$ cat src/core/apsi_pkg.sv
// Constants and types for the async page pseudo-static memory controller
package apsi_pkg;
  localparam int APSI_CLK_PS = 4000;
  // Least times round up, longest times round down, never below one cycle
  function automatic int apsi_min_cyc(input int t_ps);
    int c;
    c = (t_ps + APSI_CLK_PS - 1) / APSI_CLK_PS;
    return (c < 1) ? 1 : c;
  endfunction
  function automatic int apsi_max_cyc(input int t_ps);
    int c;
    c = t_ps / APSI_CLK_PS;
    return (c < 1) ? 1 : c;
  endfunction
  localparam int APSI_T_READ_NS = 70;
  localparam int APSI_T_PAGE_NS = 20;
  localparam int APSI_T_HZ_NS = 8;
  localparam int APSI_T_WRITE_NS = 70;
  localparam int APSI_T_DATA_SETUP_NS = 23;
  localparam int APSI_T_CS_HIGH_NS = 5;
  localparam int APSI_T_WE_HIGH_NS = 10;
  localparam int APSI_T_DESEL_SLEEP_NS = 5;
  localparam int APSI_T_SLEEP_WE_MIN_NS = 10;
  localparam int APSI_T_SLEEP_WE_MAX_NS = 500;
  localparam int APSI_T_END_LZ_NS = 5;
  localparam int APSI_T_CS_MAX_US = 8;
  localparam int APSI_T_DPD_US = 10;
  localparam int APSI_T_INIT_US = 150;
  localparam int APSI_RD_CYC = apsi_min_cyc(APSI_T_READ_NS * 1000);
  localparam int APSI_PG_CYC = apsi_min_cyc(APSI_T_PAGE_NS * 1000);
  localparam int APSI_HZ_CYC = apsi_min_cyc(APSI_T_HZ_NS * 1000);
  localparam int APSI_WR_CYC = apsi_min_cyc(APSI_T_WRITE_NS * 1000);
  localparam int APSI_DS_CYC = apsi_min_cyc(APSI_T_DATA_SETUP_NS * 1000);
  localparam int APSI_CSH_CYC = apsi_min_cyc(APSI_T_CS_HIGH_NS * 1000);
  localparam int APSI_WEH_CYC = apsi_min_cyc(APSI_T_WE_HIGH_NS * 1000);
  localparam int APSI_DZ_CYC = apsi_min_cyc(APSI_T_DESEL_SLEEP_NS * 1000);
  localparam int APSI_ZW_CYC = apsi_min_cyc(APSI_T_SLEEP_WE_MIN_NS * 1000);
  localparam int APSI_ZW_MAX_CYC = apsi_max_cyc(APSI_T_SLEEP_WE_MAX_NS * 1000);
  localparam int APSI_LZ_CYC = apsi_min_cyc(APSI_T_END_LZ_NS * 1000);
  localparam int APSI_CSMAX_CYC = apsi_max_cyc(APSI_T_CS_MAX_US * 1000000);
  localparam int APSI_DPD_CYC = apsi_min_cyc(APSI_T_DPD_US * 1000000);
  localparam int APSI_INIT_CYC = apsi_min_cyc(APSI_T_INIT_US * 1000000);
  localparam int APSI_ADDR_W = 21;
  localparam int APSI_DATA_W = 16;
  localparam int APSI_CNT_W = 16;
  localparam int APSI_CFG_SLEEP_BIT = 4;
  localparam int APSI_CFG_PAGE_BIT = 7;
  localparam logic [20:0] APSI_CFG_RESET = 21'h000070;
  // Commands on the user port
  localparam logic [2:0] APSI_CMD_READ = 3'h0;
  localparam logic [2:0] APSI_CMD_WRITE = 3'h1;
  localparam logic [2:0] APSI_CMD_CONFIG = 3'h2;
  localparam logic [2:0] APSI_CMD_SLEEP = 3'h3;
  localparam logic [2:0] APSI_CMD_PAGE = 3'h4;
  typedef enum logic [10:0] {
    APSI_ST_INIT = 11'h001,
    APSI_ST_IDLE = 11'h002,
    APSI_ST_RD = 11'h004,
    APSI_ST_PG = 11'h008,
    APSI_ST_WR = 11'h010,
    APSI_ST_CSH = 11'h020,
    APSI_ST_DESEL = 11'h040,
    APSI_ST_ZZ = 11'h080,
    APSI_ST_CFGWR = 11'h100,
    APSI_ST_DPD = 11'h200,
    APSI_ST_REC = 11'h400
  } apsi_state_type;
endpackage

$ cat src/core/apsi_ctrl.sv
// Host controller driving the async page pseudo-static memory pins
`timescale 1ns/10ps
// Summary of operation
// - Page mode chip select under 8 us
// - Write strobe never low over 8 us
// - Byte lanes, address, select 70 ns per write
// - Write data 23 ns before write end
// - Chip select high 5 ns between writes
// - Write strobe high 10 ns between pulses
// - Deselect 5 ns before sleep pin low
// - Deep power-down sleep held 10 us
// - Wait 150 us after power-up
// - Wait 150 us after deep power-down exit
module apsi_ctrl
  import apsi_pkg::*;
#(
  parameter int INIT_CYCLES = APSI_INIT_CYC,
  parameter int DPD_CYCLES = APSI_DPD_CYC,
  parameter int CS_MAX_CYCLES = APSI_CSMAX_CYC
) (
  input wire logic clk,
  input wire logic reset_n,
  input wire logic cmd_valid,
  input wire logic [2:0] cmd_op,
  input wire logic [APSI_ADDR_W-1:0] cmd_addr,
  input wire logic [APSI_DATA_W-1:0] cmd_wdata,
  input wire logic [1:0] cmd_be,
  output logic cmd_ready,
  output logic rsp_valid,
  output logic [APSI_DATA_W-1:0] rsp_rdata,
  output logic init_done,
  output logic [APSI_ADDR_W-1:0] mem_addr,
  output logic chip_sel_n,
  output logic out_gate_n,
  output logic write_n,
  output logic low_byte_sel_n,
  output logic high_byte_sel_n,
  output logic sleep_request_n,
  output logic [APSI_DATA_W-1:0] mem_dq_out,
  output logic mem_dq_oe,
  input wire logic [APSI_DATA_W-1:0] mem_dq_in
);
  typedef struct packed {
    apsi_state_type st;
    logic [APSI_DATA_W-1:0] dq_s1;
    logic [APSI_DATA_W-1:0] dq_s2;
    logic [20:0] cfg;
    logic cfg_cycle;
    logic deep_powerdown;
    logic ready;
    logic rvalid;
    logic [APSI_DATA_W-1:0] rdata;
    logic initd;
    logic [APSI_ADDR_W-1:0] addr;
    logic cs_n;
    logic oe_n;
    logic we_n;
    logic lb_n;
    logic hb_n;
    logic zz_n;
    logic [APSI_DATA_W-1:0] dout;
    logic doe;
    logic [APSI_CNT_W-1:0] cyc;
    logic [APSI_CNT_W-1:0] lz;
  } apsi_ctrl_type;
  apsi_ctrl_type s_reg, s_next;

  // Read data reaches the sample point only after the two pin flops
  localparam int SYNC_CYC = 2;
  // Cycles of select spent outside the timed part of a page burst
  localparam int PG_SLACK = 2 * SYNC_CYC + 2;

  logic tmr_load;
  logic [APSI_CNT_W-1:0] tmr_count;
  logic tmr_busy;
  logic tmr_done;

  // Long waits live in the shared timer, which is as wide as the main counter (APSI_CNT_W bits)
  apsi_timer #(.WIDTH(APSI_CNT_W)) u_timer (
    .clk(clk),
    .reset_n(reset_n),
    .load(tmr_load),
    .count(tmr_count),
    .busy(tmr_busy),
    .done(tmr_done)
  );

  function automatic logic [APSI_CNT_W-1:0] cyc_of(input int n);
    return APSI_CNT_W'(n);
  endfunction

  always_comb begin
    s_next = s_reg;
    tmr_load = 1'b0;
    tmr_count = '0;
    s_next.dq_s1 = mem_dq_in;
    s_next.dq_s2 = s_reg.dq_s1;
    s_next.rvalid = 1'b0;
    s_next.cyc = s_reg.cyc + cyc_of(1);
    if (s_reg.lz != '0) begin
      s_next.lz = s_reg.lz - cyc_of(1);
    end
    case (s_reg.st)
      APSI_ST_INIT: begin
        if (!tmr_busy && !tmr_done && s_reg.cyc == '0) begin
          tmr_load = 1'b1;
          tmr_count = cyc_of(INIT_CYCLES);
        end else if (tmr_done) begin
          s_next.st = APSI_ST_IDLE;
          s_next.initd = 1'b1;
          s_next.ready = 1'b1;
        end
      end
      APSI_ST_IDLE: begin
        s_next.cyc = '0;
        if (cmd_valid && s_reg.ready && s_reg.lz == '0) begin
          s_next.ready = 1'b0;
          s_next.addr = cmd_addr;
          s_next.lb_n = ~cmd_be[0];
          s_next.hb_n = ~cmd_be[1];
          case (cmd_op)
            APSI_CMD_READ, APSI_CMD_PAGE: begin
              s_next.cs_n = 1'b0;
              s_next.oe_n = 1'b0;
              s_next.st = APSI_ST_RD;
            end
            APSI_CMD_WRITE: begin
              s_next.cs_n = 1'b0;
              s_next.we_n = 1'b0;
              s_next.dout = cmd_wdata;
              s_next.doe = 1'b1;
              s_next.st = APSI_ST_WR;
            end
            APSI_CMD_CONFIG, APSI_CMD_SLEEP: begin
              s_next.cfg_cycle = (cmd_op == APSI_CMD_CONFIG);
              s_next.dout = cmd_wdata;
              s_next.st = APSI_ST_DESEL;
            end
            default: begin
              s_next.ready = 1'b1;
            end
          endcase
        end
      end
      APSI_ST_RD: begin
        if (s_reg.cyc == cyc_of(APSI_RD_CYC + SYNC_CYC)) begin
          s_next.rdata = s_reg.dq_s2;
          s_next.rvalid = 1'b1;
          s_next.cyc = '0;
          // Page reads keep select low only when the memory allows it
          if (cmd_valid && cmd_op == APSI_CMD_PAGE && s_reg.cfg[APSI_CFG_PAGE_BIT]
              && cmd_addr[APSI_ADDR_W-1:4] == s_reg.addr[APSI_ADDR_W-1:4]) begin
            s_next.addr = cmd_addr;
            s_next.st = APSI_ST_PG;
          end else begin
            s_next.cs_n = 1'b1;
            s_next.oe_n = 1'b1;
            s_next.lb_n = 1'b1;
            s_next.hb_n = 1'b1;
            s_next.st = APSI_ST_CSH;
          end
        end
      end
      APSI_ST_PG: begin
        if (s_reg.cyc == cyc_of(APSI_PG_CYC + SYNC_CYC)) begin
          s_next.rdata = s_reg.dq_s2;
          s_next.rvalid = 1'b1;
          s_next.cyc = '0;
          // Timer busy means one more page step still fits the select limit
          if (cmd_valid && cmd_op == APSI_CMD_PAGE && tmr_busy
              && cmd_addr[APSI_ADDR_W-1:4] == s_reg.addr[APSI_ADDR_W-1:4]) begin
            s_next.addr = cmd_addr;
          end else begin
            s_next.cs_n = 1'b1;
            s_next.oe_n = 1'b1;
            s_next.lb_n = 1'b1;
            s_next.hb_n = 1'b1;
            s_next.st = APSI_ST_CSH;
          end
        end
      end
      APSI_ST_WR: begin
        if (s_reg.cyc == cyc_of(APSI_WR_CYC)) begin
          s_next.we_n = 1'b1;
          s_next.cs_n = 1'b1;
          s_next.lb_n = 1'b1;
          s_next.hb_n = 1'b1;
          s_next.doe = 1'b0;
          s_next.lz = cyc_of(APSI_LZ_CYC);
          s_next.cyc = '0;
          s_next.rvalid = s_reg.cfg_cycle;
          s_next.st = s_reg.cfg_cycle ? APSI_ST_ZZ : APSI_ST_CSH;
        end
      end
      APSI_ST_CSH: begin
        // Select and strobe both rest high before the next cycle
        if (s_reg.cyc >= cyc_of(APSI_WEH_CYC) && s_reg.cyc >= cyc_of(APSI_CSH_CYC)) begin
          s_next.st = APSI_ST_IDLE;
          s_next.ready = 1'b1;
          if (!s_reg.initd) begin
            s_next.st = APSI_ST_INIT;
          end
        end
      end
      APSI_ST_DESEL: begin
        if (s_reg.cyc == cyc_of(APSI_DZ_CYC)) begin
          s_next.zz_n = 1'b0;
          s_next.cyc = '0;
          s_next.deep_powerdown = !s_reg.cfg[APSI_CFG_SLEEP_BIT];
          if (s_reg.cfg_cycle) begin
            s_next.st = APSI_ST_CFGWR;
          end else begin
            s_next.st = APSI_ST_DPD;
            tmr_load = 1'b1;
            tmr_count = cyc_of(DPD_CYCLES);
          end
        end
      end
      APSI_ST_CFGWR: begin
        if (s_reg.cyc == cyc_of(APSI_ZW_CYC)) begin
          s_next.we_n = 1'b0;
          s_next.cs_n = 1'b0;
          s_next.doe = 1'b1;
          s_next.cfg = {5'h00, s_reg.dout};
          s_next.cyc = '0;
          s_next.st = APSI_ST_WR;
        end
      end
      APSI_ST_ZZ: begin
        s_next.zz_n = 1'b1;
        s_next.cfg_cycle = 1'b0;
        s_next.st = APSI_ST_CSH;
      end
      APSI_ST_DPD: begin
        if (tmr_done) begin
          s_next.zz_n = 1'b1;
          s_next.rvalid = 1'b1;
          if (s_reg.deep_powerdown) begin
            s_next.initd = 1'b0;
            s_next.cfg = APSI_CFG_RESET;
            tmr_load = 1'b1;
            tmr_count = cyc_of(INIT_CYCLES);
            s_next.st = APSI_ST_REC;
          end else begin
            s_next.st = APSI_ST_CSH;
          end
        end
      end
      APSI_ST_REC: begin
        if (tmr_done) begin
          s_next.initd = 1'b1;
          s_next.ready = 1'b1;
          s_next.st = APSI_ST_IDLE;
        end
      end
      default: begin
        s_next.st = APSI_ST_INIT;
      end
    endcase
    // Page bursts are cut by the timer before select exceeds its limit
    if (s_reg.st == APSI_ST_RD && s_next.st == APSI_ST_PG) begin
      tmr_load = 1'b1;
      tmr_count = cyc_of(CS_MAX_CYCLES - APSI_RD_CYC - APSI_PG_CYC - PG_SLACK);
    end
  end

  always_ff @(posedge clk or negedge reset_n) begin
    if (!reset_n) begin
      s_reg <= '{st: APSI_ST_INIT, cfg: APSI_CFG_RESET, cs_n: 1'b1, oe_n: 1'b1,
                 we_n: 1'b1, lb_n: 1'b1, hb_n: 1'b1, zz_n: 1'b1, default: '0};
    end else begin
      s_reg <= s_next;
    end
  end

  assign cmd_ready = s_reg.ready;
  assign rsp_valid = s_reg.rvalid;
  assign rsp_rdata = s_reg.rdata;
  assign init_done = s_reg.initd;
  assign mem_addr = s_reg.addr;
  assign chip_sel_n = s_reg.cs_n;
  assign out_gate_n = s_reg.oe_n;
  assign write_n = s_reg.we_n;
  assign low_byte_sel_n = s_reg.lb_n;
  assign high_byte_sel_n = s_reg.hb_n;
  assign sleep_request_n = s_reg.zz_n;
  assign mem_dq_out = s_reg.dout;
  assign mem_dq_oe = s_reg.doe;
endmodule // apsi_ctrl

$ cat src/core/apsi_timer.sv
// Down-counting delay timer, pulses done when it reaches zero
`timescale 1ns/10ps
module apsi_timer #(
  parameter int WIDTH = 16
) (
  input wire logic clk,
  input wire logic reset_n,
  input wire logic load,
  input wire logic [WIDTH-1:0] count,
  output logic busy,
  output logic done
);
  typedef struct packed {
    logic [WIDTH-1:0] cnt;
    logic busy;
    logic done;
  } apsi_tmr_type;
  apsi_tmr_type s_reg, s_next;

  always_comb begin
    s_next = s_reg;
    s_next.done = 1'b0;
    if (load) begin
      s_next.cnt = count;
      s_next.busy = 1'b1;
    end else if (s_reg.busy) begin
      if (s_reg.cnt <= WIDTH'(1)) begin
        s_next.busy = 1'b0;
        s_next.done = 1'b1;
        s_next.cnt = '0;
      end else begin
        s_next.cnt = s_reg.cnt - WIDTH'(1);
      end
    end
  end

  always_ff @(posedge clk or negedge reset_n) begin
    if (!reset_n) begin
      s_reg <= '0;
    end else begin
      s_reg <= s_next;
    end
  end

  assign busy = s_reg.busy;
  assign done = s_reg.done;
endmodule // apsi_timer

$ cat config.mk
export PLATFORM = sky130hd
export DESIGN_NAME = apsi_ctrl
export DESIGN_NICKNAME = d
export VERILOG_FILES = /design/src/core/apsi_pkg.sv /design/src/core/apsi_ctrl.sv /design/src/core/apsi_timer.sv
export SDC_FILE = /design/constraint.sdc
export NUM_CORES = 1
export LEC_CHECK = 0
export BUFFER_PORTS_ARGS = -buffer_cell sky130_fd_sc_hd__buf_2
export CORE_MARGIN = 3
export CORE_UTILIZATION = 40
export CTS_BUF_LIST = sky130_fd_sc_hd__clkbuf_4
export CTS_CLUSTER_SIZE = 30
export DETAILED_ROUTE_END_ITERATION = 10
export PLACE_DENSITY = 0.64
export SYNTH_ARGS = -nofsm -noshare
export SYNTH_HDL_FRONTEND = slang
export SYNTH_SLANG_ARGS = --single-unit
$ cat constraint.sdc
create_clock -name clk -period 4.9 [get_ports clk]
set_clock_uncertainty 0.15 [all_clocks]
set_input_delay 0.98 -clock clk [delete_from_list [all_inputs] [get_ports clk]]
set_output_delay 0.98 -clock clk [all_outputs]
set_load 0.01 [all_outputs]
==> results_dict.tcl, run 1 <==
set metrics [dict create \
    drtAntennaViolNets 0 \
    fin_crit_sh_pct 77.1 \
    drc 0 \
    overflow 0 \
    tightest_slew_ps 1030 \
    ys.flop_type "dfrtp_1" \
    initial_core_util_pct 41.6 \
    die_x_um 147 \
    ys_ff_latch 160 \
    max_freq_mhz 265 \
    nets 871 \
    area_delta_synth_final_pct 9.52 \
    die_area_um2 21600 \
    crit_chain "ha_1 -> nor4b_1 -> nand4_1 -> a22o_1 -> nand3b_1 -> o41ai_4 -> nand2_2 -> or3_1" \
    synth_nets 794 \
    pwr-share-comb_pct 2.9 \
    drv_cap 0 \
    rows 50 \
    cts-htree-levels 4 \
    max_slew_margin_pct 31.2 \
    synth_edf_count 0 \
    viasPerCell 5.26 \
    power_density_nw_per_um2 252 \
    antenna_found_initial 0 \
    endpoint_kind "flip-flop" \
    drt_wl_total_mm 17.6 \
    gp_congestion 0.938 \
    power_frac_clock_pct 36.1 \
    worst_setup_path_start_kind "flip-flop" \
    drtPass1Iterations 5 \
    port-buffer-count 123 \
    cts_setup_buffers 0 \
    ys_top_cells_by_area "dfrtp_1 48%, mux2_2 6.1%, buf_4 5.0%, nor2_1 2.8%, dfstp_2 2.6%" \
    synth_area_leader_cell "dfrtp_1" \
    tns_ps 0 \
    grt_pass1_vias 5591 \
    detailedPlace.worstSlack_ps 1160 \
    setup_viol_count_final 0 \
    coreArea_um2 19100 \
    fin_cells 1077 \
    cp_max_fo 14 \
    synth_top_area_share_pct 47.9 \
    final_common_cell "dfrtp_1" \
    avgSynthCellArea_um2 10.9 \
    critical_path.slowest_cell "o41ai_4" \
    clock_latency_ps 580 \
    clock-sinks 160 \
    final_max_slew_viol_count 0 \
    wl_per_cell_um 16.4 \
    cts_made_buffers 17 \
    p_leak_nw 4.22 \
    timing.final.ws_setup_ps 1120 \
    grt_pass1_wl_mm 28.9 \
    internal_power_w 0.00159 \
    hold_ws_ps 208 \
    status "finished, final reports clean" \
    synth_warnings 0 \
    hold_buffers 0 \
    die_height_um 147 \
    arrival_ps 4100 \
    num_vias 5666 \
    diodes 0 \
    grt_start_max_net_pins 112 \
    peakVddDrop_uv 117 \
    seqPwrFrac_pct 61.0 \
    power_w 0.00219 \
    synth_cell_types 77 \
    yosysSeqAreaShare_pct 50.6 \
    grt_usage_pct 16.6 \
    largest_reg_flops 63 \
    dpl.hpwl_mm 12.7 \
    finalHoldViolCount 0 \
    critPathMaxStageDelay_ps 880 \
    synthArstFlopShare_pct 100 \
    post_cts_resized 0 \
    cts_max_path_buffers 2 \
    cts-root-buf "clkbuf_4" \
    clkTransAtPathRegs_ps 150 \
    crit_type "reg -> reg" \
    first_iter_violations 472 \
    rsz0062_at_grt "false" \
    syn-cell-area_um2 7940 \
    pin_count 124 \
    drive_gt1_share_pct 29.9 \
    worstHoldPathType "reg -> reg" \
    swShare_pct 27.2 \
    cts_tree "done" \
    dpl.cell_count 1045 \
    final_cell_mix "152 x dfrtp_1, 122 x buf_2, 59 x nor2_1" \
    required_ps 5220 \
    p_sw_w 0.000597 \
    period_minus_slack_ps 3780 \
    syn_inst 727 \
]
==> power groups by stage <==
| stage | clock network (W) | registers [W] | logic (W) |
|---|---|---|---|
| 6_report | 0.000791 | 0.00134 | 0.0000643 |
| 5_1_grt | 0.000889 | 0.00134 | 0.0000743 |
| 4_1_cts | 0.000825 | 0.00134 | 0.0000677 |
| 3_5_place_dp | 0 | 0.00136 | 0.0000674 |
| 3_3_place_gp | 0 | 0.00136 | 0.0000666 |
| 2_1_floorplan | 0 | 0.00136 | 0.00000833 |
==> worst max-delay path, delay by kind of cell, from the launching register on <==
kind | cells | cell delay, ps
DFF | 1 | 440
adders and majority gates | 1 | 310
and+or+nand+nor | 5 | 1620
AOI/OAI and AO/OA | 2 | 1150
==> metrics by stage <==
stage | utilization [%] | instance area (µm²)
global route | 45.6 | 8690
finish | 45.6 | 8690
global placement | 44.1 | 8420
floorplan | - | 7940
CTS | 45.6 | 8690
detailed placement | 44.1 | 8420
==> final timing paths <==
check / from / to / slack, ps / cells after the start
setup reg to reg: s_reg[17] / u_timer.busy / 1120 / 8
hold / removal: s_next[132] / s_reg[132] / 210 / 0
setup / recovery: s_reg[17] / u_timer.busy / 1120 / 8
min in group asynchronous: reset_n / mem_addr[1] / 350 / 1
max in group asynchronous: reset_n / s_reg[130] / 3240 / 2
hold reg to reg: s_next[132] / s_reg[132] / 210 / 0
==> synthesized netlist by cell type, types with 6 or more instances <==
library cell and number:
nor2_1 60, or4_1 9, a21oi_1 31, inv_1 18, nor4_1 16, nor3_1 29, mux2_2 43, o21ai_0 22
dfrtp_1 152, nand3_1 24, or3_1 14, xor2_1 21, clkbuf_1 9, ha_1 6, xnor2_1 24, nand2_1 42
nand4_1 14, dfstp_2 8, mux2_4 10, buf_4 53
==> per-layer routing <==
| metal | GRT usage, % | wire (µm) | up-vias |
|---|---|---|---|
| met4 | 4.94 | 302 | 0 |
| met2 | 24.9 | 7890 | 206 |
| met1 | 23.1 | 8150 | 2729 |
| li1 | - | - | 2706 |
| met3 | 5.24 | 1300 | 25 |
| met5 | 0 | 0 | - |
==> kinds of logic (layout without fill, tap and decap cells) <==
family	after synthesis	in the layout	synth area share (%)
multiplexers	56	56	8.37
flip-flops	160	160	50.6
AO/OA/AOI/OAI	104	104	8.75
buffers and inverters	92	182	7.55
adder cells (fa/ha/maj)	6	6	0.946
XOR/XNOR	45	45	4.97
AND/OR/NAND/NOR	264	264	18.9
==> layout make-up <==
| type | count | area [µm²] |
|---|---|---|
| well taps | 260 | 325 |
| inverters | 19 | 71.3 |
| clock inverters | 14 | 139 |
| clock buffers | 18 | 135 |
| flip-flops and latches | 160 | 4010 |
| multi-input cells | 475 | 3330 |
| repair buffers | 131 | 682 |
| fillers | 1823 | 10400 |
(Power assumes the default switching activity.)
==> run 2, diff against run 1 <==
==> constraint.sdc (replaced) <==
create_clock -name clk -period 3.94 [get_ports clk]
set_clock_uncertainty 0.15 [all_clocks]
set_input_delay 0.788 -clock clk [delete_from_list [all_inputs] [get_ports clk]]
set_output_delay 0.788 -clock clk [all_outputs]
set_load 0.01 [all_outputs]
==> run 2 against run 1 <==
  * Utilization grew 0.47 points
  * Wire length shrank 1.5%
  * Sequential power grew 24%
  * Global-route usage is essentially flat
  * Highest routed layer unchanged
==> results_dict.tcl, run 2 (synthesis results as in run 1) <==
set metrics [dict create \
    grt_usage_pct 16.6 \
    largest_reg_flops 63 \
    grt_start_max_net_pins 87 \
    hold_ws_ps 150 \
    clock-sinks 160 \
    r2r_slack_ps 380 \
    detailedPlace.worstSlack_ps 451 \
    antenna_found_initial 1 \
    timing.final.ws_setup_ps 383 \
    peakVddDrop_uv 139 \
    final_common_cell "dfrtp_1" \
    drt_wl_total_mm 17.4 \
    startpoint "s_reg[17]" \
    first_iter_violations 390 \
    required_ps 4280 \
    fin_crit_sh_pct 90.3 \
    cts-root-buf "clkbuf_4" \
    period_minus_slack_ps 3560 \
    nets 880 \
    port-buffer-count 123 \
    viasPerCell 5.25 \
    tns_ps 0 \
    grt_pass1_vias 5692 \
    die_x_um 147 \
    drtAntennaViolNets 0 \
    status "finished, final reports clean" \
    r2r-start "s_reg[17]" \
    tightest_slew_ps 651 \
    overflow 0 \
    rows 50 \
    cts_made_buffers 17 \
    rsz0062_at_grt "false" \
    pin_count 124 \
    cts_max_path_buffers 2 \
    grt_pass1_wl_mm 29.2 \
    worst_setup_path_start_kind "flip-flop" \
    die_area_um2 21600 \
    wl_per_cell_um 16.0 \
    crit_type "reg -> reg" \
    initial_core_util_pct 41.6 \
    cp-endpoint "u_timer.s_reg[8]" \
    setup_viol_count_final 0 \
    cp_max_fo 8 \
    p_leak_nw 4.27 \
    num_vias 5705 \
    final_cell_mix "152 x dfrtp_1, 122 x buf_2, 59 x nor2_1" \
    power_density_nw_per_um2 309 \
    post_cts_resized 0 \
    endpoint_kind "flip-flop" \
    finalHoldViolCount 0 \
    clock_latency_ps 580 \
    coreArea_um2 19100 \
    rr_worst_depth 9 \
    clkTransAtPathRegs_ps 160 \
    final_max_slew_viol_count 0 \
    drc 0 \
    gp_congestion 0.917 \
    cts-htree-levels 4 \
    die_height_um 147 \
    worstHoldPathType "in -> reg" \
    dpl.hpwl_mm 12.7 \
    cts_tree "done" \
    max_slew_margin_pct 56.1 \
    drtPass1Iterations 5 \
    max_freq_mhz 281 \
    r2r_end "u_timer.s_reg[8]" \
    arrival_ps 3900 \
    drv_cap 0 \
    area_delta_synth_final_pct 10.6 \
    drive_gt1_share_pct 30.5 \
]
run 2: changes by cell type in the layout (fill, tap and decap cells not counted):
cell	previous run	this run
dlygate4sd3_1	0	1
clkinv_8	1	2
buf_12	0	1
diode_2	0	1
inv_6	6	5
inv_8	5	4
buf_4	8	15
clkinvlp_4	0	1
run 2: how the worst min path moves through the flow:
stage                  from          end  depth (start not counted)
5_1_grt        mem_dq_in[5]  s_next[123]                          1
4_1_cts        mem_dq_in[5]  s_next[123]                          1
6_report       mem_dq_in[5]  s_next[123]                          1
3_5_place_dp    s_next[121]   s_reg[121]                          0
2_1_floorplan   s_next[118]   s_reg[118]                          0
3_3_place_gp    s_next[121]   s_reg[121]                          0
run 2: stage by stage:
step | area [µm²] | instances | util [%] | power (W)
after floorplan | 7940 | 727 | - | 0.00170
after global placement | 8490 | 1053 | 44.5 | 0.00178
after detailed placement | 8490 | 1053 | 44.5 | 0.00178
after CTS | 8780 | 1086 | 46.0 | 0.00276
after global routing | 8780 | 1087 | 46.0 | 0.00283
final | 8780 | 1087 | 46.0 | 0.00271
run 2: critical path, stage by stage (launching register included):
cell and delay (ps):
dfrtp_1 430, ha_1 330, nor4b_1 570, nand4_1 260
a22o_1 280, nand3b_1 240, o41ai_4 660, buf_4 270
a21oi_1 70, o21ba_2 210
run 2: power by group:
part	switching (W)	leakage, nW	internal [W]
logic	0.0000515	2.02	0.0000309
clock network	0.000674	0.152	0.000293
registers	0.00000344	2.10	0.00166
total	0.000729	4.27	0.00198
run 2: what timing repair did:
action,CTS,global route
setup buffers,0,0
hold endpoints to repair,37,0
hold buffers,1,0
setup endpoints to repair,0,0
run 2: cell type report:
type / count / area (µm²)
diodes: 1 / 2.50
flip-flops and latches: 160 / 4010
repair buffers: 140 / 764
well taps: 260 / 325
clock buffers: 18 / 135
multi-input cells: 475 / 3330
clock inverters: 14 / 143
inverters: 19 / 71.3
fillers: 1759 / 10300
run 2: metal layers:
layer | global-route usage, % | part of all wire [%] | up-vias
li1 | - | - | 2741
met1 | 22.6 | 47 | 2730
met2 | 24.8 | 44 | 200
met3 | 4.90 | 7.2 | 34
met4 | 6.73 | 2.5 | 0
met5 | 0 | 0 | -
==> run 3, diff against run 2 <==
--- a/config.mk
+++ b/config.mk
@@ -12,6 +12,7 @@
 export CTS_CLUSTER_SIZE = 30
 export DETAILED_ROUTE_END_ITERATION = 10
 export PLACE_DENSITY = 0.64
+export RECOVER_POWER = 100
 export SYNTH_ARGS = -nofsm -noshare
 export SYNTH_HDL_FRONTEND = slang
 export SYNTH_SLANG_ARGS = --single-unit
==> constraint.sdc (replaced) <==
create_clock -name clk -period 3.94 [get_ports clk]
set_clock_uncertainty 0.15 [all_clocks]
set_input_delay 0.591 -clock clk [delete_from_list [all_inputs] [get_ports clk]]
set_output_delay 0.591 -clock clk [all_outputs]
set_load 0.01 [all_outputs]
==> run 3 against run 2 <==
  * The flow now finishes with violations (capacitance limit, slew limit)
  * Cell area about the same
  * Worst hold slack worse by 74 ps
  * Wire length up 2.5%
  * Critical path type unchanged
  * Highest routed layer unchanged
==> results_dict.tcl, run 3 (synthesis results as in run 1) <==
set metrics [dict create \
    required_ps 4250 \
    final_cell_mix "152 x dfrtp_1, 65 x clkbuf_1, 62 x buf_2" \
    timing.final.ws_setup_ps 332 \
    gr-usage-met2_pct 25.9 \
    fin_cells 1104 \
    die_area_um2 21600 \
    fin_crit_sh_pct 91.6 \
    critPathMaxStageDelay_ps 750 \
    final_common_cell "dfrtp_1" \
    critical_path.slowest_cell "or4_1" \
    cts-root-buf "clkbuf_4" \
    arrival_ps 3920 \
    rsz0062_at_grt "false" \
    drive_gt1_share_pct 19.9 \
    drc 0 \
    gr-usage-met3_pct 4.81 \
    status "complete, but fails checks" \
    cts-htree-levels 4 \
    max_freq_mhz 277 \
    endpoint_kind "flip-flop" \
    initial_core_util_pct 41.6 \
    cts_max_path_buffers 2 \
    worstHoldPathType "in -> reg" \
    drv_cap 1 \
    rows 50 \
    tightest_slew_ps 1800 \
    dpl.cell_count 1053 \
    crit_buf_inv 0 \
    clock-sinks 160 \
    peakVddDrop_uv 136 \
    coreArea_um2 19100 \
    max_slew_margin_pct -20.0 \
    area_delta_synth_final_pct 10.5 \
    worst_setup_path_start_kind "flip-flop" \
    path_delay_family "simple AND/OR/NAND/NOR gates" \
    grt_pass1_wl_mm 30.1 \
    num_vias 5781 \
    antenna_found_initial 1 \
    port-buffer-count 123 \
    cts_made_buffers 17 \
    wl_per_cell_um 16.1 \
    cp_max_fo 10 \
    fin_area_um2 8770 \
    drtAntennaViolNets 0 \
    drt_wl_total_mm 17.8 \
    power_density_nw_per_um2 307 \
    gp_congestion 0.900 \
    fillers 1862 \
    min_from "cmd_wdata[10]" \
    first_iter_violations 407 \
    largest_reg_flops 63 \
    clock_latency_ps 560 \
    grt_start_max_net_pins 92 \
    final_max_slew_viol_count 70 \
    die_x_um 147 \
    detailedPlace.worstSlack_ps 484 \
    nets 898 \
    p_leak_nw 4.04 \
    top_usage_layer "met2" \
    grt_usage_pct 17.1 \
    clkTransAtPathRegs_ps 160 \
    viasPerCell 5.24 \
    grt_util_met1_pct 24.1 \
    die_height_um 147 \
    drtPass1Iterations 5 \
    crit_chain "or4_1 -> nor3_1 -> nand3_1 -> o41ai_1 -> o41ai_4 -> and2_0 -> a211o_1" \
    period_minus_slack_ps 3610 \
    r2r-start "s_reg[159]" \
    setup_viol_count_final 0 \
    violations "capacitance limit, slew limit" \
    pin_count 124 \
    finalHoldViolCount 0 \
    grt_pass1_vias 5810 \
    tns_ps 0 \
    overflow 0 \
    startpoint "s_reg[159]" \
    dpl.hpwl_mm 12.6 \
    power_w 0.00269 \
    post_dp_cell_area_um2 8490 \
    crit_type "reg -> reg" \
    cts_tree "done" \
]
==> run 3: report_power, final <==
group          internal [W]  switching [W]
sequential          0.00166     0.00000364
clock              0.000282       0.000652
combinational     0.0000411      0.0000541
total               0.00198       0.000710
==> run 3: timing repair <==
item / 4_1_cts / 5_1_grt
hold buffers: 19 / 0
setup buffers: 0 / 0
resized for setup: 0 / 0
hold endpoints to repair: 81 / 0
==> run 3: stage by stage <==
| step | util [%] | hold WS, ps |
|---|---|---|
| after floorplan | - | 145 |
| after global placement | 44.5 | 181 |
| after detailed placement | 44.5 | 185 |
| after CTS | 46.8 | 22.9 |
| after global routing | 46.0 | -2.26 |
| final | 46.0 | 76.2 |
==> run 3: final timing paths <==
check	to	slack, ps	cells after the start
worst max-delay path	u_timer.s_reg[7]	330	7
worst min-delay path	mem_dq_out[10]	80	2
worst max register to register	u_timer.s_reg[7]	330	7
worst min register to register	s_reg[127]	200	0
max in group asynchronous	sleep_request_n	1480	3
min in group asynchronous	mem_addr[11]	900	2
==> run 3: routing by layer <==
layer | vias up | routed length, µm
li1 | 2768 | -
met1 | 2798 | 8420
met2 | 198 | 7920
met3 | 17 | 1300
met4 | 0 | 170
met5 | - | 0
==> run 3: final cells by class <==
cell class	count	area, µm²	area share [%]
clock buffers	18	135	1.54
diodes	1	2.50	0.0285
inverters	19	71.3	0.813
clock inverters	13	121	1.38
multi-input cells	475	3270	37.2
well taps	260	325	3.71
flip-flops and latches	160	4010	45.7
repair buffers	158	840	9.57
==> run 3: worst reg2reg max path: cells and delay by family (launching register included) <==
kind / cells / cell delay, ps
and+or+nand+nor: 4 / 1840
DFF: 1 / 490
AOI/OAI and AO/OA: 3 / 1050
